`config.mk`:
```
export PLATFORM = sky130hd
export DESIGN_NAME = cfg_host_port
export DESIGN_NICKNAME = d
export VERILOG_FILES = /design/src/include/cfg_host_pkg.sv /design/src/byte_fifo.sv /design/src/cfg_host_port.sv /design/src/edge_sampler.sv
export SDC_FILE = /design/constraint.sdc
export NUM_CORES = 1
export LEC_CHECK = 0
export BUFFER_PORTS_ARGS = -buffer_cell sky130_fd_sc_hd__clkbuf_2
export CORE_ASPECT_RATIO = 1.1
export CORE_MARGIN = 4
export CORE_UTILIZATION = 40
export DETAILED_ROUTE_END_ITERATION = 12
export GPL_TIMING_DRIVEN = 1
export PLACE_DENSITY_LB_ADDON = 0.3
export SLEW_MARGIN = 20
export SYNTH_ARGS = -nofsm -noshare
export SYNTH_HDL_FRONTEND = slang
export SYNTH_HIERARCHICAL = 1
export SYNTH_SLANG_ARGS = --single-unit
```
`constraint.sdc`:
```
create_clock -name clk -period 2.5 [get_ports clk]
set_input_delay 0.5 -clock clk [delete_from_list [all_inputs] [get_ports clk]]
set_output_delay 0.5 -clock clk [all_outputs]
set_load 0.02 [all_outputs]
```
`src/include/cfg_host_pkg.sv`:
```
// Shared constants and types for the configuration and host port block
package cfg_host_pkg;
   localparam int DATA_W      = 8;
   localparam int MEM_ADDR_W  = 22;
   localparam int HOST_ADDR_W = 18;
   localparam int STAT_W      = 5;
   localparam int FIFO_DEPTH  = 4;
   localparam int BYTES_W     = 3;
   localparam int BEAT_W      = 2;

   // Configuration mode codes on the mode select inputs
   localparam logic [3:0] MODE_ASYNC_PERIPH = 4'h5;
   localparam logic [3:0] MODE_SLAVE_PAR    = 4'h7;
   localparam logic [3:0] MODE_PROC         = 4'h3;
   localparam logic [3:0] MODE_MASTER_PAR   = 4'h2;

   // Host transfer size codes and their byte counts
   localparam logic [1:0] TSZ_BYTE  = 2'h1;
   localparam logic [1:0] TSZ_HALF  = 2'h2;
   localparam logic [1:0] TSZ_WORD  = 2'h0;
   localparam logic [BYTES_W-1:0] BYTES_ONE  = 3'h1;
   localparam logic [BYTES_W-1:0] BYTES_TWO  = 3'h2;
   localparam logic [BYTES_W-1:0] BYTES_FOUR = 3'h4;
   localparam logic [BYTES_W-1:0] BYTES_NONE = 3'h0;

   // Index of the last beat in a full four-beat host burst
   localparam logic [BEAT_W-1:0] BURST_LAST_BEAT = 2'h3;

   // External memory address range, four megabytes
   localparam logic [MEM_ADDR_W-1:0] MEM_ADDR_FIRST = 22'h000000;
   localparam logic [MEM_ADDR_W-1:0] MEM_ADDR_LAST  = 22'h3FFFFF;

   // Status field driven on data lines 7 down to 3
   localparam int STAT_READY_BIT = 4;
   localparam int STAT_LOAD_BIT  = 3;
   localparam int STAT_FULL_BIT  = 2;
   localparam int STAT_SEL_BIT   = 1;
   localparam int STAT_BURST_BIT = 0;

   typedef enum logic [1:0] {
      ST_CLEAR,
      ST_WAIT,
      ST_LOAD,
      ST_DONE
   } cfg_state_t;
endpackage

```
`src/byte_fifo.sv`:
```
// Small FIFO with valid/ready on both sides
`timescale 1ns/1ps
module byte_fifo #(
   parameter int WIDTH = 8,
   parameter int DEPTH = 4
) (
   input  wire logic             clk,
   input  wire logic             rst_b,
   input  wire logic             in_valid,
   input  wire logic [WIDTH-1:0] in_data,
   output logic                  in_ready,
   output logic                  out_valid,
   output logic      [WIDTH-1:0] out_data,
   input  wire logic             out_ready
);
   localparam int PW = $clog2(DEPTH);

   typedef struct packed {
      logic [DEPTH-1:0][WIDTH-1:0] mem;
      logic [PW-1:0]               wr_ptr;
      logic [PW-1:0]               rd_ptr;
      logic [PW:0]                 count;
   } fifo_t;

   fifo_t f_q;
   fifo_t f_d;
   logic  push;
   logic  pop;

   assign in_ready  = (f_q.count != DEPTH[PW:0]);
   assign out_valid = (f_q.count != '0);
   assign out_data  = f_q.mem[f_q.rd_ptr];
   assign push      = in_valid & in_ready;
   assign pop       = out_valid & out_ready;

   always_comb begin
      f_d = f_q;
      if (push) begin
         f_d.mem[f_q.wr_ptr] = in_data;
         f_d.wr_ptr = (f_q.wr_ptr == PW'(DEPTH - 1)) ? '0 : f_q.wr_ptr + 1'b1;
      end
      if (pop) begin
         f_d.rd_ptr = (f_q.rd_ptr == PW'(DEPTH - 1)) ? '0 : f_q.rd_ptr + 1'b1;
      end
      if (push && !pop) begin
         f_d.count = f_q.count + 1'b1;
      end else if (pop && !push) begin
         f_d.count = f_q.count - 1'b1;
      end
   end

   always_ff @(posedge clk) begin
      if (!rst_b) begin
         f_q <= '0;
      end else begin
         f_q <= f_d;
      end
   end
endmodule

```
`src/cfg_host_port.sv`:
```
// Configuration control and shared host port pin logic
`timescale 1ns/1ps
module cfg_host_port
   import cfg_host_pkg::*;
(
   input  wire logic                   clk,
   input  wire logic                   rst_b,
   input  wire logic                   mem_clear_done,
   input  wire logic                   cfg_complete,
   input  wire logic                   setup_wait_in,
   output logic                        setup_wait_out,
   output logic                        setup_wait_oe,
   input  wire logic [3:0]             mode_sel,
   input  wire logic                   chip_select_low_n,
   input  wire logic                   chip_select_high,
   input  wire logic                   host_transfer_strobe,
   input  wire logic                   host_read_not_write,
   input  wire logic [DATA_W-1:0]      data_in,
   output logic      [STAT_W-1:0]      status_out,
   output logic                        status_oe,
   output logic                        ready_status,
   input  wire logic [HOST_ADDR_W-1:0] host_address_bus,
   input  wire logic                   host_burst_n,
   input  wire logic                   host_beat_in_progress,
   input  wire logic [1:0]             host_transfer_size,
   output logic                        host_transfer_ack,
   output logic      [HOST_ADDR_W-1:0] host_addr_latched,
   output logic      [BYTES_W-1:0]     host_bytes,
   output logic      [MEM_ADDR_W-1:0]  cfg_mem_addr,
   output logic                        cfg_mem_rd_n,
   output logic                        cfg_busy_high_flag,
   output logic                        cfg_busy_low_flag,
   input  wire logic                   user_busy_high,
   input  wire logic                   user_busy_low,
   input  wire logic                   user_setup_wait_out,
   input  wire logic                   user_setup_wait_oe,
   output logic      [3:0]             mode_latched,
   output logic                        cfg_byte_valid,
   output logic      [DATA_W-1:0]      cfg_byte_data,
   input  wire logic                   cfg_byte_ready
);
   typedef struct packed {
      cfg_state_t              state;
      logic [3:0]              mode;
      logic                    sw_prev;
      logic                    busy_hi;
      logic                    busy_lo;
      logic                    sw_out;
      logic                    sw_oe;
      logic [STAT_W-1:0]       stat;
      logic                    stat_oe;
      logic                    rdy;
      logic                    ack_n;
      logic [HOST_ADDR_W-1:0]  haddr;
      logic [BYTES_W-1:0]      hbytes;
      logic                    burst;
      logic [BEAT_W-1:0]       beat;
      logic                    wr_pend;
      logic [MEM_ADDR_W-1:0]   maddr;
      logic                    mrd_n;
      logic                    push_v;
      logic [DATA_W-1:0]       push_d;
   } port_t;

   port_t p_q;
   port_t p_d;

   logic [1:0] strb_lvl_n;
   logic [1:0] strb_fell;
   logic       fifo_in_ready;
   logic       selected;
   logic       wr_edge;
   logic       rd_low;
   logic       loading;

   // Bit 1 is the write/direction line, bit 0 the read/transfer strobe
   edge_sampler #(
      .W (2)
   ) u_strobes (
      .clk      (clk),
      .rst_b    (rst_b),
      .strobe_n ({host_read_not_write, host_transfer_strobe}),
      .level_n  (strb_lvl_n),
      .fell     (strb_fell)
   );

   byte_fifo #(
      .WIDTH (DATA_W),
      .DEPTH (FIFO_DEPTH)
   ) u_fifo (
      .clk       (clk),
      .rst_b     (rst_b),
      .in_valid  (p_q.push_v),
      .in_data   (p_q.push_d),
      .in_ready  (fifo_in_ready),
      .out_valid (cfg_byte_valid),
      .out_data  (cfg_byte_data),
      .out_ready (cfg_byte_ready)
   );

   assign selected = ~chip_select_low_n & chip_select_high;
   assign loading  = (p_q.state == ST_LOAD);
   assign wr_edge  = strb_fell[1];
   assign rd_low   = ~strb_lvl_n[0] & strb_lvl_n[1];

   function automatic logic [BYTES_W-1:0] size_bytes(input logic [1:0] tsz);
      case (tsz)
         TSZ_BYTE: size_bytes = BYTES_ONE;
         TSZ_HALF: size_bytes = BYTES_TWO;
         TSZ_WORD: size_bytes = BYTES_FOUR;
         default:  size_bytes = BYTES_NONE;
      endcase
   endfunction

   always_comb begin
      p_d = p_q;
      p_d.sw_prev = setup_wait_in;
      p_d.ack_n   = 1'b1;
      if (p_q.push_v && fifo_in_ready) begin
         p_d.push_v = 1'b0;
      end
      p_d.stat = '0;
      p_d.stat[STAT_READY_BIT] = fifo_in_ready && !p_q.push_v;
      p_d.stat[STAT_LOAD_BIT]  = loading;
      p_d.stat[STAT_FULL_BIT]  = !fifo_in_ready;
      p_d.stat[STAT_SEL_BIT]   = selected;
      p_d.stat[STAT_BURST_BIT] = p_q.burst;
      p_d.rdy = fifo_in_ready && !p_q.push_v;

      case (p_q.state)
         ST_CLEAR: begin
            p_d.busy_hi = 1'b1;
            p_d.busy_lo = 1'b0;
            p_d.sw_out  = 1'b0;
            p_d.sw_oe   = 1'b1;
            if (mem_clear_done) begin
               p_d.sw_oe = 1'b0;
               p_d.state = ST_WAIT;
            end
         end
         ST_WAIT: begin
            p_d.sw_oe = 1'b0;
            if (setup_wait_in && !p_q.sw_prev) begin
               p_d.mode  = mode_sel;
               p_d.state = ST_LOAD;
               p_d.maddr = MEM_ADDR_FIRST;
            end
         end
         ST_LOAD: begin
            p_d.busy_hi = 1'b1;
            p_d.busy_lo = 1'b0;
            p_d.stat_oe = 1'b0;
            case (p_q.mode)
               MODE_ASYNC_PERIPH, MODE_SLAVE_PAR: begin
                  if (selected && wr_edge && !p_q.push_v) begin
                     p_d.push_v = 1'b1;
                     p_d.push_d = data_in;
                  end
                  if (p_q.mode == MODE_ASYNC_PERIPH && selected && rd_low) begin
                     p_d.stat_oe = 1'b1;
                  end
               end
               MODE_PROC: begin
                  if (selected && strb_fell[0]) begin
                     p_d.haddr  = host_address_bus;
                     p_d.hbytes = size_bytes(host_transfer_size);
                     p_d.burst  = ~host_burst_n;
                     p_d.beat   = '0;
                     if (host_read_not_write) begin
                        p_d.stat_oe = 1'b1;
                        p_d.ack_n   = 1'b0;
                     end else begin
                        p_d.wr_pend = 1'b1;
                     end
                  end else if (p_q.burst && !host_beat_in_progress) begin
                     p_d.burst   = 1'b0;
                     p_d.wr_pend = 1'b0;
                  end else if (p_q.burst && p_q.ack_n == 1'b0) begin
                     if (p_q.beat == BURST_LAST_BEAT) begin
                        p_d.burst = 1'b0;
                     end else begin
                        p_d.beat = p_q.beat + 1'b1;
                        if (host_read_not_write) begin
                           p_d.stat_oe = 1'b1;
                           p_d.ack_n   = 1'b0;
                        end else begin
                           p_d.wr_pend = 1'b1;
                        end
                     end
                  end
                  if (p_q.wr_pend && p_d.wr_pend && !p_q.push_v) begin
                     p_d.push_v  = 1'b1;
                     p_d.push_d  = data_in;
                     p_d.wr_pend = 1'b0;
                     p_d.ack_n   = 1'b0;
                  end
               end
               MODE_MASTER_PAR: begin
                  if (p_q.mrd_n) begin
                     if (!p_q.push_v && p_q.maddr != MEM_ADDR_LAST) begin
                        p_d.mrd_n = 1'b0;
                     end
                  end else begin
                     p_d.mrd_n  = 1'b1;
                     p_d.push_v = 1'b1;
                     p_d.push_d = data_in;
                     p_d.maddr  = p_q.maddr + 1'b1;
                  end
               end
               default: begin
                  p_d.stat_oe = 1'b0;
               end
            endcase
            if (cfg_complete) begin
               p_d.state   = ST_DONE;
               p_d.stat_oe = 1'b0;
               p_d.mrd_n   = 1'b1;
               p_d.burst   = 1'b0;
               p_d.wr_pend = 1'b0;
            end
         end
         ST_DONE: begin
            p_d.busy_hi = user_busy_high;
            p_d.busy_lo = user_busy_low;
            p_d.sw_out  = user_setup_wait_out;
            p_d.sw_oe   = user_setup_wait_oe;
            p_d.stat_oe = 1'b0;
         end
         default: begin
            p_d.state = ST_CLEAR;
         end
      endcase
   end

   always_ff @(posedge clk) begin
      if (!rst_b) begin
         p_q         <= '0;
         p_q.state   <= ST_CLEAR;
         p_q.busy_hi <= 1'b1;
         p_q.sw_oe   <= 1'b1;
         p_q.ack_n   <= 1'b1;
         p_q.mrd_n   <= 1'b1;
         p_q.maddr   <= MEM_ADDR_FIRST;
      end else begin
         p_q <= p_d;
      end
   end

   assign setup_wait_out     = p_q.sw_out;
   assign setup_wait_oe      = p_q.sw_oe;
   assign status_out         = p_q.stat;
   assign status_oe          = p_q.stat_oe;
   assign ready_status       = p_q.rdy;
   assign host_transfer_ack  = p_q.ack_n;
   assign host_addr_latched  = p_q.haddr;
   assign host_bytes         = p_q.hbytes;
   assign cfg_mem_addr       = p_q.maddr;
   assign cfg_mem_rd_n       = p_q.mrd_n;
   assign cfg_busy_high_flag = p_q.busy_hi;
   assign cfg_busy_low_flag  = p_q.busy_lo;
   assign mode_latched       = p_q.mode;
endmodule

```
`src/edge_sampler.sv`:
```
// Registers active-low strobes and flags their falling edges
`timescale 1ns/1ps
module edge_sampler
   import cfg_host_pkg::*;
#(
   parameter int W = 2
) (
   input  wire logic         clk,
   input  wire logic         rst_b,
   input  wire logic [W-1:0] strobe_n,
   output logic      [W-1:0] level_n,
   output logic      [W-1:0] fell
);
   typedef struct packed {
      logic [W-1:0] lvl;
      logic [W-1:0] fell;
   } samp_t;

   samp_t s_q;
   samp_t s_d;

   always_comb begin
      s_d = s_q;
      for (int i = 0; i < W; i++) begin
         s_d.lvl[i]  = strobe_n[i];
         s_d.fell[i] = s_q.lvl[i] & ~strobe_n[i];
      end
   end

   always_ff @(posedge clk) begin
      if (!rst_b) begin
         s_q <= '{lvl: '1, fell: '0};
      end else begin
         s_q <= s_d;
      end
   end

   assign level_n = s_q.lvl;
   assign fell    = s_q.fell;
endmodule
```
Word-level counts from Yosys, hierarchy flattened --
Index checks and enable logic that the tools add are counted.
Word-level totals: register bits after elaboration 119, input bits 48, output and inout port bits 69, logic and storage cells 184
Cells by class: add/subtract/negate cells 6, magnitude comparators 3, equality and inequality tests 27, multiplexer cells 60, bitwise gates (word level) 12, reduce and logical (&&, ||, !) cells 47
Operators by type and width (number):
- 2-to-1 mux 22 bit | 2
- one-hot mux 22 bit (2 select lines) | 1
- 2-to-1 mux 9 bit | 4
- bitwise mux 32 bit | 1
- one-hot mux 9 bit (3 select lines) | 1
- 2-to-1 mux 1 bit | 25
- 2-to-1 mux 23 bit | 1
- adder 22 x 1 -> 22 bit (second input constant) | 1
- != test 22 bit (second input constant) | 1
- 2-to-1 mux 4 bit | 5
- binary-select mux 8 bit (select 2 bit) | 1
- demux 8 bit (select 2 bit) | 1
- logical AND 1 bit | 16
- 2-to-1 mux 8 bit | 2
- != test 2 bit (second input constant) | 7
- nonzero test 2 bit | 7
- == test 2 bit (second input constant) | 6
- != test 4 bit (second input constant) | 3
- AND reduction 4 bit | 3
- nonzero test 3 bit | 4
- 2-to-1 mux 2 bit | 5
- != test 5 x 2 -> 1 bit (second input constant) | 2
- AND reduction 5 bit | 2
- 2-to-1 mux 3 bit | 3
- 23 further kinds | 51

Longest topological paths before layout --
Gate-level depths: netlist of the first run.
word-level depth 12, depth in mapped cells 9

By module --
Netlist of the first run, hierarchy kept.
Modules (own cells, without submodules):
- cfg_host_port | times used 1, cells each 465, area each 3930.0 um^2, sequential area each 1501.4 um^2
- byte_fifo | times used 1, cells each 172, area each 1823.0 um^2, sequential area each 780.7 um^2
- edge_sampler | times used 1, cells each 8, area each 110.1 um^2, sequential area each 80.1 um^2

Worst setup path after synthesis of the first run --
No wires, ideal clock.
kind register to register, start register u_fifo/f_q[0] in the netlist's numbering, end register u_fifo/f_q[2] in the netlist's numbering, library setup time 0.076 ns, arrival time 2.019 ns, data required time 2.424 ns, slack 0.405 ns, cell stages (with the launch flop) 8, period minus slack after synthesis 2.095 ns, cells stage by stage dfxtp_1 > o31ai_1 > ha_1 > inv_1 > fa_1 > xor2_1 > or3_1 > a21boi_0
Between the ends: longest elaborated chain between the ends 5, elaborated cells on any way between the ends 13
Ends and longest elaborated chain:
- from (decl) | RTL line byte_fifo.sv:25 | fifo_t f_q;
- from (signal assigned) | RTL line byte_fifo.sv:54 | f_q <= '0;
- from (signal assigned) | RTL line byte_fifo.sv:56 | f_q <= f_d;
- branches (longest 5 deep; another with subtractor 3 x 1 -> 3 bit)
Several ways; the timed one is not identified. The select of a mux whose other input is x is not followed. A chain may end at the register's enable or synchronous reset.

Worst setup path after layout of the first run --
start register u_fifo/f_q[4] in the netlist's numbering, end output cfg_byte_data[4]
Between the ends: longest elaborated chain between the ends 2
Ends and longest elaborated chain:
- binary-select mux 8 bit (select 2 bit) | RTL line byte_fifo.sv:32 | assign out_data = f_q.mem[f_q.rd_ptr];
- 2-to-1 mux 8 bit (implied by the code) | RTL line byte_fifo.sv:32
- to (decl) | RTL line cfg_host_port.sv:39 | output logic [DATA_W-1:0] cfg_byte_data,
No other way between the ends. The select of a mux whose other input is x is not followed.

==> results.sh, run 1 <==
export IMPL_status="finished, final reports clean"
export IMPL_synth_top_cell_area_share=0.4029
export IMPL_cp_end_kind="output pin"
export IMPL_clk_transition_reported_paths_ns=0.06
export IMPL_swShare=0.2466
export IMPL_grtUsageTotal=0.1703
export IMPL_syn_nets=709
export IMPL_ant_nets=0
export IMPL_io_pins=117
export IMPL_postSynthCellCount=645
export IMPL_gp_congestion=0.8196
export IMPL_start_util=0.4075
export IMPL_worstSetupPathType="reg -> out"
export IMPL_pwr_share_clk=0.489
export IMPL_synth_area_leader_cell="dfxtp_1"
export IMPL_arrival_ns=1.83
export IMPL_tightest_slew_ns=0.6642
export IMPL_antenna_found_initial=0
export IMPL_area_growth_pct=16.47
export IMPL_hp_class="in -> reg"
export IMPL_p_leak_nw=2.607
export IMPL_num_antenna_cells=0
export IMPL_slew_headroom=0.5561
export IMPL_synth_commonest_cells="nand2_1 (119), dfxtp_1 (118), buf_4 (53)"
export IMPL_synthArstFlopShare=0
export IMPL_grt_first_pass_wirelength_um=22630
export IMPL_r2r_setup_slack_ns=0.27
export IMPL_rsz0062_at_grt="no"
export IMPL_synth_seq_cells=118
export IMPL_ys_warnings_count=6
export IMPL_reg2reg_depth=8
export IMPL_clock_root_buffer="clkbuf_16"
export IMPL_yosysUniqueCellTypes=59
export IMPL_grt_max_degree=83
export IMPL_die_area_um2=16660
export IMPL_min_to="host_addr_latched[1]"
export IMPL_synth_area_leaders="dfxtp_1 (40%), mux2i_1 (8.9%), nand2_1 (7.6%)"
export IMPL_overflow=0
export IMPL_first_global_vias=4646
export IMPL_die_h_um=135.0
export IMPL_slew_viol_final=0
export IMPL_fin_crit_sh=0.9338
export IMPL_power_frac_comb=0.109
export IMPL_hold_viol=0
export IMPL_wl_met2_um=7066
export IMPL_final_net_count=769
export IMPL_power_density_nw_per_um2=735.0
export IMPL_fmax_mhz=428.4
export IMPL_min_period_ns=2.334
export IMPL_vias_per_cell=5.224
export IMPL_dp_slack_ns=0.1354
export IMPL_cts_buffers=17
export IMPL_synth_seq_area_share=0.4029
export IMPL_top_layer_used="met4"
export IMPL_m1WireLength_um=6044
export IMPL_power_frac_seq=0.401
export IMPL_synthFlopType="dfxtp_1"
export IMPL_wl_met3_um=652
export IMPL_start_kind="register"
export IMPL_p_int_w=0.003781
export IMPL_cts_sinks=118
export IMPL_vias=4754
export IMPL_crit_required_ns=2.00
export IMPL_clock_latency_ns=0.42
export IMPL_synth_edf_count=0
export IMPL_setup_tns_final_ns=0
export IMPL_p_switching_w=0.001238
export IMPL_fp_dieW_um=123.4
export IMPL_htreeDepth=4
export IMPL_vdd_drop_max_v=0.0004238
export IMPL_clock_path_buffers=2
export IMPL_cap_violations=0
export IMPL_worstReg2RegEnd="u_fifo/f_q[2]"
export IMPL_core_area_um2=14390
export IMPL_finClkSkew_ns=0.02329
export IMPL_drc=0
export IMPL_port_buffers=116
export IMPL_hpwlAfterDp_um=9954
export IMPL_finalSetupViolCount=0
export IMPL_syn_area_um2=5863
export IMPL_fp_row_count=46
export IMPL_worstPathMaxFanout=8
export IMPL_synth_most_common_cell="nand2_1"
export IMPL_cts_tree="done"
export IMPL_hold_path_depth=3
export IMPL_synth_avg_cell_area_um2=9.090
export IMPL_routed_wl_um=13920
export IMPL_detail_route_wl_per_cell_um=15.29
export IMPL_drt_iter0_drc=333
export IMPL_min_from="host_address_bus[1]"
export IMPL_drt_pass1_iterations=4
export IMPL_r2r_start="u_fifo/f_q[0]"
export IMPL_fin_ws_ns=0.1655
export IMPL_drive_above_1_share=0.2535
timing repair:
action                                  in CTS  in global routing
endpoints found under the hold margin        0                  0
resized for setup                            0                  3
hold buffers                                 0                  0
buffers inserted                             0                  0
endpoints found under the setup margin       0                  7
critical path: stages (launching register included):
cell	delay, ns
dfxtp_1	0.65
mux4_2	0.58
clkbuf_2	0.17
worst max path at each step:
| stage | startpoint | to | cells past startpoint |
|---|---|---|---|
| 5_1_grt | u_fifo/f_q[4] | cfg_byte_data[5] | 2 |
| 4_1_cts | u_fifo/f_q[4] | cfg_byte_data[5] | 2 |
| 6_report | u_fifo/f_q[4] | cfg_byte_data[4] | 2 |
| 3_3_place_gp | p_q[75] | cfg_mem_addr[6] | 6 |
| 2_1_floorplan | u_fifo/f_q[0] | u_fifo/f_q[2] | 7 |
| 3_5_place_dp | p_q[75] | cfg_mem_addr[9] | 6 |
stage by stage:
step / util / std cells / power, W / area [um^2] / hold slack, ns
2_1_floorplan: - / 645 / 0.002427 / 5863 / 0.4315
3_3_place_gp: 0.4329 / 878 / 0.002566 / 6228 / 0.4386
3_5_place_dp: 0.4329 / 878 / 0.002596 / 6228 / 0.4482
4_1_cts: 0.4740 / 910 / 0.005068 / 6820 / 0.2765
5_1_grt: 0.4746 / 910 / 0.005237 / 6829 / 0.2739
6_report: 0.4746 / 910 / 0.005019 / 6829 / 0.2935
routing by layer:
layer / track usage / up-vias
met2: 0.2795 / 107
met1: 0.2088 / 2276
met3: 0.04860 / 15
met4: 0.06954 / 0
met5: 0 / -
li1: - / 2356
cells in the final DEF (no fill, tap or decap), types with 6 or more instances in the layout:
cell and count:
nand2_1 119, dfxtp_1 118, clkbuf_2 116, mux2i_1 52, a21oi_1 42, or3_1 17, clkbuf_16 17, nand3_1 15
ha_1 15, o21ai_0 14, buf_4 14, nor2_1 13, inv_1 12, o311ai_0 11, nor4_1 9, mux4_2 8
and2_1 7, nor2b_1 7, o31ai_1 7, or4_1 7, nand4_1 7, nand2b_1 6, and3_1 6, clkinv_2 6
flip-flops by register name, indices dropped and copies added, names as in the netlist, 3 cells and up:
name               count
host_bytes             3
cfg_mem_addr          22
host_addr_latched     18
p_q                   15
u_fifo/f_q            39
status_out             5
mode_latched           4
power groups by stage:
stage	Clock, W	Combinational (W)	Sequential, W
global placement	0	0.000522	0.00204
global route	0.00260	0.000604	0.00203
floorplan	0	0.000400	0.00203
CTS	0.00251	0.000548	0.00201
finish	0.00246	0.000547	0.00202
detailed placement	0	0.000545	0.00205
cell families (layout without fill, tap and decap cells):
group           Yosys count  in the layout  share of synthesized area
buf+inv                 102            175                     0.1076
compound gates           99             99                     0.1076
flops                   118            118                     0.4029
fa+ha+maj                16             16                    0.03542
xor+xnor                  2              2                   0.002988
simple gates            248            248                     0.2241
mux                      60             60                     0.1195
area by class of cell:
type | count | area, um^2
clock buffers | 22 | 464.2
clock inverters | 10 | 127.6
multi-input cells | 425 | 2884
fillers | 1394 | 7560
inverters | 12 | 45.04
well taps | 192 | 240.2
repair buffers | 131 | 705.7
flip-flops and latches | 118 | 2362
No activity file was read; power rests on OpenSTA's default activity.
==> run 2: changes to the inputs <==
--- a/config.mk
+++ b/config.mk
@@ -5,9 +5,9 @@
 export SDC_FILE = /design/constraint.sdc
 export NUM_CORES = 1
 export LEC_CHECK = 0
+export ABC_AREA = 0
 export BUFFER_PORTS_ARGS = -buffer_cell sky130_fd_sc_hd__clkbuf_2
-export CORE_ASPECT_RATIO = 1.1
-export CORE_MARGIN = 4
+export CORE_ASPECT_RATIO = 2
 export CORE_UTILIZATION = 40
 export DETAILED_ROUTE_END_ITERATION = 12
 export GPL_TIMING_DRIVEN = 1
==> run 2 against run 1 <==
  * Via count grew 0.86%
  * Clock-buffer cell count is 5 lower
  * Critical endpoint is now u_fifo/f_q[2]
  * Die area is 8.9% lower
  * Clock power fell by 2%
  * Power decreased by 0.46%
  * Critical path type is now reg -> reg
  * Fmax down 0.32%
  * Global-route usage rose by 3.0 points
  * Non-clock buffer count down 3
==> results.sh, run 2 (synthesized netlist as in run 1, its figures left out) <==
export IMPL_status="finished, final reports clean"
export IMPL_area_growth_pct=16.33
export IMPL_min_to="u_strobes/level_n[0]"
export IMPL_wl_met2_um=8096
export IMPL_fp_row_count=62
export IMPL_final_net_count=766
export IMPL_drive_above_1_share=0.2517
export IMPL_rsz0062_at_grt="no"
export IMPL_layout_common_cells="nand2_1 (119), dfxtp_1 (118), clkbuf_2 (116), mux2i_1 (52), a21oi_1 (42)"
export IMPL_grt_max_degree=83
export IMPL_hold_viol=0
export IMPL_final_common_cell="nand2_1"
export IMPL_min_from="host_transfer_strobe"
export IMPL_largest_reg_flops=39
export IMPL_regMostFlops="u_fifo/f_q"
export IMPL_routed_wl_um=14490
export IMPL_cap_violations=0
export IMPL_grt_first_pass_wirelength_um=23600
export IMPL_die_h_um=173.2
export IMPL_antenna_found_initial=0
export IMPL_r2r_start="u_fifo/f_q[0]"
export IMPL_p_switching_w=0.001333
export IMPL_overflow=0
export IMPL_start_kind="register"
export IMPL_clock_root_buffer="clkbuf_16"
export IMPL_cts_hold_fix_buffers=0
export IMPL_hold_path_depth=2
export IMPL_worstSetupPathType="reg -> reg"
export IMPL_gp_congestion=0.8168
export IMPL_die_area_um2=15180
export IMPL_slew_headroom=0.4694
export IMPL_worstPathMaxFanout=5
export IMPL_top_layer_used="met4"
export IMPL_r2r_setup_slack_ns=0.16
export IMPL_first_global_vias=4830
export IMPL_detail_route_wl_per_cell_um=15.97
export IMPL_cts_sinks=118
export IMPL_ant_nets=0
export IMPL_fp_dieW_um=87.61
export IMPL_setup_tns_final_ns=0
export IMPL_hpwlAfterDp_um=10630
export IMPL_core_area_um2=14350
export IMPL_crit_required_ns=2.82
export IMPL_cp_end_kind="register"
export IMPL_fin_cells=907
export IMPL_cts_tree="done"
export IMPL_drt_iter0_drc=180
export IMPL_vias_per_cell=5.287
export IMPL_p_int_w=0.003663
export IMPL_wl_met3_um=578
export IMPL_min_period_ns=2.342
export IMPL_hp_class="in -> reg"
export IMPL_finalSetupViolCount=0
export IMPL_m1WireLength_um=5373
export IMPL_port_buffers=116
export IMPL_p_leak_nw=2.587
export IMPL_clock_latency_ns=0.41
export IMPL_swShare=0.2668
export IMPL_slew_viol_final=0
export IMPL_power_frac_comb=0.114
export IMPL_io_pins=117
export IMPL_htreeDepth=4
export IMPL_grtUsageTotal=0.1999
export IMPL_dp_cells=875
export IMPL_clk_transition_reported_paths_ns=0.06
export IMPL_fmax_mhz=427.0
export IMPL_clock_path_buffers=2
export IMPL_start_util=0.4085
export IMPL_tightest_slew_ns=0.7939
export IMPL_vias=4795
export IMPL_num_antenna_cells=0
export IMPL_finClkSkew_ns=0.01188
export IMPL_fin_crit_sh=0.9368
export IMPL_drc=0
export IMPL_worstReg2RegEnd="u_fifo/f_q[2]"
export IMPL_reg2reg_depth=7
export IMPL_pwr_share_clk=0.485
export IMPL_vdd_drop_max_v=0.0004095
export IMPL_cts_buffers=17
export IMPL_drt_pass1_iterations=4
export IMPL_arrival_ns=2.67
export IMPL_power_density_nw_per_um2=732.5
export IMPL_power_frac_seq=0.401
==> run 2: cell types whose count changed in the layout (fill, tap and decap cells not counted), moves of 2 or more <==
cell,previous run,this run
inv_6,0,6
clkinv_2,6,1
buf_4,14,10
clkbuf_1,3,0
clkinv_4,0,3
clkbuf_8,2,0
clkinvlp_4,1,3
==> run 2: routing by layer <==
layer,up-vias,track usage
li1,2356,-
met1,2296,0.2043
met2,113,0.3721
met3,30,0.04619
met4,0,0.08811
met5,-,0
==> run 2: cell type report <==
class                   count  area (um^2)
fillers                  1390         7531
multi-input cells         425         2885
flip-flops and latches    118         2362
repair buffers            128        695.7
clock buffers              17        425.4
well taps                 192        240.2
clock inverters            15        166.4
inverters                  12        45.04
==> run 2: through the flow <==
step | util | total power (W) | instance area [um^2] | hold WS [ns] | setup WS, ns
detailed placement | 0.4333 | 0.002615 | 6218 | 0.4460 | 0.1057
finish | 0.4752 | 0.004996 | 6820 | 0.3049 | 0.1581
global placement | 0.4333 | 0.002581 | 6218 | 0.4390 | 0.3211
floorplan | - | 0.002427 | 5863 | 0.4315 | 0.4051
CTS | 0.4745 | 0.005046 | 6810 | 0.2919 | 0.09674
global route | 0.4752 | 0.005214 | 6820 | 0.2998 | 0.01557
==> run 2: power groups by stage <==
stage,Clock (W),Combinational [W],Sequential (W)
2_1_floorplan,0,0.000400,0.00203
3_3_place_gp,0,0.000543,0.00204
3_5_place_dp,0,0.000569,0.00205
4_1_cts,0.00246,0.000575,0.00201
5_1_grt,0.00258,0.000626,0.00201
6_report,0.00242,0.000570,0.00201
==> run 2: worst max path at each step <==
stage	cells after the start	endpoint	slack, ns	from
final	7	u_fifo/f_q[2]	0.16	u_fifo/f_q[0]
after global routing	7	u_fifo/f_q[2]	0.02	u_fifo/f_q[0]
after CTS	7	cfg_mem_addr[14]	0.1	p_q[74]
after detailed placement	7	cfg_mem_addr[14]	0.11	p_q[74]
after global placement	7	u_fifo/f_q[2]	0.32	u_fifo/f_q[0]
after floorplan	7	u_fifo/f_q[2]	0.41	u_fifo/f_q[0]
==> run 2: worst max-delay path, stage by stage (launching register included) <==
cell      delay (ns)
dfxtp_1         0.36
o31ai_1         0.49
ha_1            0.30
inv_1           0.08
fa_1            0.38
xor2_1          0.18
or3_1           0.31
a21boi_0        0.16
==> run 2: what timing repair did <==
action	in CTS	in global routing
setup buffers	0	0
gates resized for setup	0	1
setup endpoints to repair	0	4
==> run 3: changes to the inputs <==
--- a/config.mk
+++ b/config.mk
@@ -5,9 +5,9 @@
 export SDC_FILE = /design/constraint.sdc
 export NUM_CORES = 1
 export LEC_CHECK = 0
-export ABC_AREA = 0
+export ABC_AREA = 1
 export BUFFER_PORTS_ARGS = -buffer_cell sky130_fd_sc_hd__clkbuf_2
-export CORE_ASPECT_RATIO = 2
+export CORE_ASPECT_RATIO = 1.25
 export CORE_UTILIZATION = 40
 export DETAILED_ROUTE_END_ITERATION = 12
 export GPL_TIMING_DRIVEN = 1
==> run 3 against run 2 <==
  * Fmax up 5.4%
  * Cell count is 33% higher
  * Largest power group unchanged
  * Clock-buffer cell count up 5
  * Wire length grew 4.2%
  * Sequential power up 2%
  * Critical path type is now reg -> out
  * First-iteration DRC count rose by 42%
  * Largest cell class unchanged
  * Sequential cell count is the same
==> results.sh, run 3 <==
export IMPL_syn_area_um2=6454
export IMPL_synth_area_leaders="dfxtp_1 (37%), nand2_1 (9.5%), inv_1 (9.0%)"
export IMPL_ctsResizeCount=0
export IMPL_synth_avg_cell_area_um2=6.947
export IMPL_p_leak_nw=3.356
export IMPL_start_kind="register"
export IMPL_arrival_ns=1.72
export IMPL_cts_buffers=17
export IMPL_hp_class="in -> reg"
export IMPL_clock_path_buffers=2
export IMPL_gp_congestion=0.8488
export IMPL_routed_wl_um=15090
export IMPL_status="finished, final reports clean"
export IMPL_syn_nets=993
export IMPL_rsz0062_at_grt="no"
export IMPL_cp_end_kind="output pin"
export IMPL_ant_nets=0
export IMPL_vias=5666
export IMPL_clock_latency_ns=0.42
export IMPL_tightest_slew_ns=0.5142
export IMPL_yosysUniqueCellTypes=37
export IMPL_io_pins=117
export IMPL_detail_route_wl_per_cell_um=12.50
export IMPL_synth_commonest_cells="nand2_1 (163), inv_1 (154), nor2_1 (126)"
export IMPL_num_antenna_cells=0
export IMPL_final_net_count=1051
export IMPL_fp_row_count=51
export IMPL_setup_tns_final_ns=0
export IMPL_area_growth_pct=12.85
export IMPL_crit_required_ns=2.00
export IMPL_ys_warnings_count=6
export IMPL_dp_slack_ns=0.4881
export IMPL_finClkSkew_ns=0.006194
export IMPL_synth_seq_cells=118
export IMPL_synth_area_leader_cell="dfxtp_1"
export IMPL_fp_dieW_um=115.6
export IMPL_synth_most_common_cell="nand2_1"
export IMPL_grtUsageTotal=0.1920
export IMPL_drt_iter0_drc=255
export IMPL_synth_edf_count=0
export IMPL_regMostFlops="u_fifo/f_q"
export IMPL_htreeDepth=4
export IMPL_first_global_vias=5084
export IMPL_slew_headroom=0.6536
export IMPL_final_common_cell="nand2_1"
export IMPL_clk_transition_reported_paths_ns=0.05
export IMPL_layout_common_cells="nand2_1 (163), inv_1 (154), nor2_1 (126), dfxtp_1 (118), clkbuf_2 (116)"
export IMPL_drc=0
export IMPL_synthFlopType="dfxtp_1"
export IMPL_hold_viol=0
export IMPL_cts_hold_fix_buffers=0
export IMPL_synth_top_cell_area_share=0.3660
export IMPL_crit_chain="inv_1, o21ai_0, o22ai_1, clkbuf_2"
export IMPL_postSynthCellCount=929
export IMPL_vias_per_cell=4.690
export IMPL_num_fill_cells=1663
export IMPL_die_area_um2=16650
export IMPL_cts_tree="done"
export IMPL_hpwlAfterDp_um=10910
export IMPL_fmax_mhz=450.1
export IMPL_max_stage_delay_ns=0.42
export IMPL_power_density_nw_per_um2=759.3
export IMPL_clock_root_buffer="clkbuf_16"
export IMPL_port_buffers=116
export IMPL_min_period_ns=2.222
export IMPL_slew_viol_final=0
export IMPL_cap_violations=0
export IMPL_antenna_found_initial=0
export IMPL_finalSetupViolCount=0
export IMPL_start_util=0.4111
export IMPL_largest_reg_flops=39
export IMPL_grt_max_degree=42
export IMPL_drive_above_1_share=0.2139
export IMPL_overflow=0
export IMPL_total_power_w=0.005530
export IMPL_fin_ws_ns=0.2783
export IMPL_worstPathMaxFanout=11
export IMPL_synth_seq_area_share=0.3660
export IMPL_grt_first_pass_wirelength_um=24610
export IMPL_die_h_um=144.0
export IMPL_slowest_stage="dfxtp_1"
export IMPL_hold_worst_slack_ns=0.2975
export IMPL_vdd_drop_max_v=0.0003416
export IMPL_cts_sinks=118
export IMPL_cts_setup_buffers=0
export IMPL_synthArstFlopShare=0
export IMPL_drt_pass1_iterations=4
export IMPL_core_area_um2=15700
export IMPL_fin_crit_sh=0.8887
export IMPL_worstSetupPathType="reg -> out"
-- run 3: per-stage QoR --
step           instance area (um^2)  cells  utilization
2_1_floorplan                  6454    929            -
3_3_place_gp                   6764   1180       0.4309
3_5_place_dp                   6764   1180       0.4309
4_1_cts                        7283   1208       0.4640
5_1_grt                        7283   1208       0.4640
6_report                       7283   1208       0.4640
-- run 3: worst max-delay path: cells and delay by family (launching register included) --
kind / cells / cell delay (ns)
AOI/OAI and AO/OA: 2 / 0.38
DFF: 1 / 0.42
buffers and inverters: 2 / 0.50
-- run 3: metal layers --
| layer | vias up | part of all wire | global-route usage |
|---|---|---|---|
| met5 | - | 0 | 0 |
| met4 | 0 | 0.017 | 0.07625 |
| met3 | 21 | 0.034 | 0.04610 |
| met2 | 116 | 0.51 | 0.3322 |
| met1 | 2562 | 0.44 | 0.2271 |
| li1 | 2967 | - | - |
-- run 3: cells by family (layout without fill, tap and decap cells) --
family	count (synthesis)	in the layout	synth area share
compound gates	116	116	0.09422
xor+xnor	2	2	0.002715
fa+ha+maj	16	16	0.03218
buf+inv	243	310	0.1846
flops	118	118	0.3660
simple gates	434	434	0.3203
-- run 3: power breakdown --
part	internal, W	switching [W]
clock	0.00138	0.000804
combinational	0.000391	0.000889
sequential	0.00198	0.0000855
total	0.00375	0.00178
-- run 3: layout make-up --
class	count	area, um^2	area share
clock buffers	22	464.2	0.06373
multi-input cells	568	2900	0.3982
clock inverters	6	55.05	0.007559
well taps	212	265.3	0.03642
inverters	158	595.6	0.08177
flip-flops and latches	118	2362	0.3243
repair buffers	124	640.6	0.08796
-- run 3: worst paths after layout --
path                            slack (ns)              endpoint                 start  cells past startpoint
worst min register to register        0.43     u_strobes/fell[0]  u_strobes/level_n[0]                      2
worst max register to register        0.46       cfg_mem_addr[5]               p_q[74]                     10
worst max-delay path                  0.28      cfg_byte_data[7]         u_fifo/f_q[4]                      4
worst min-delay path                  0.30  u_strobes/level_n[0]  host_transfer_strobe                      3
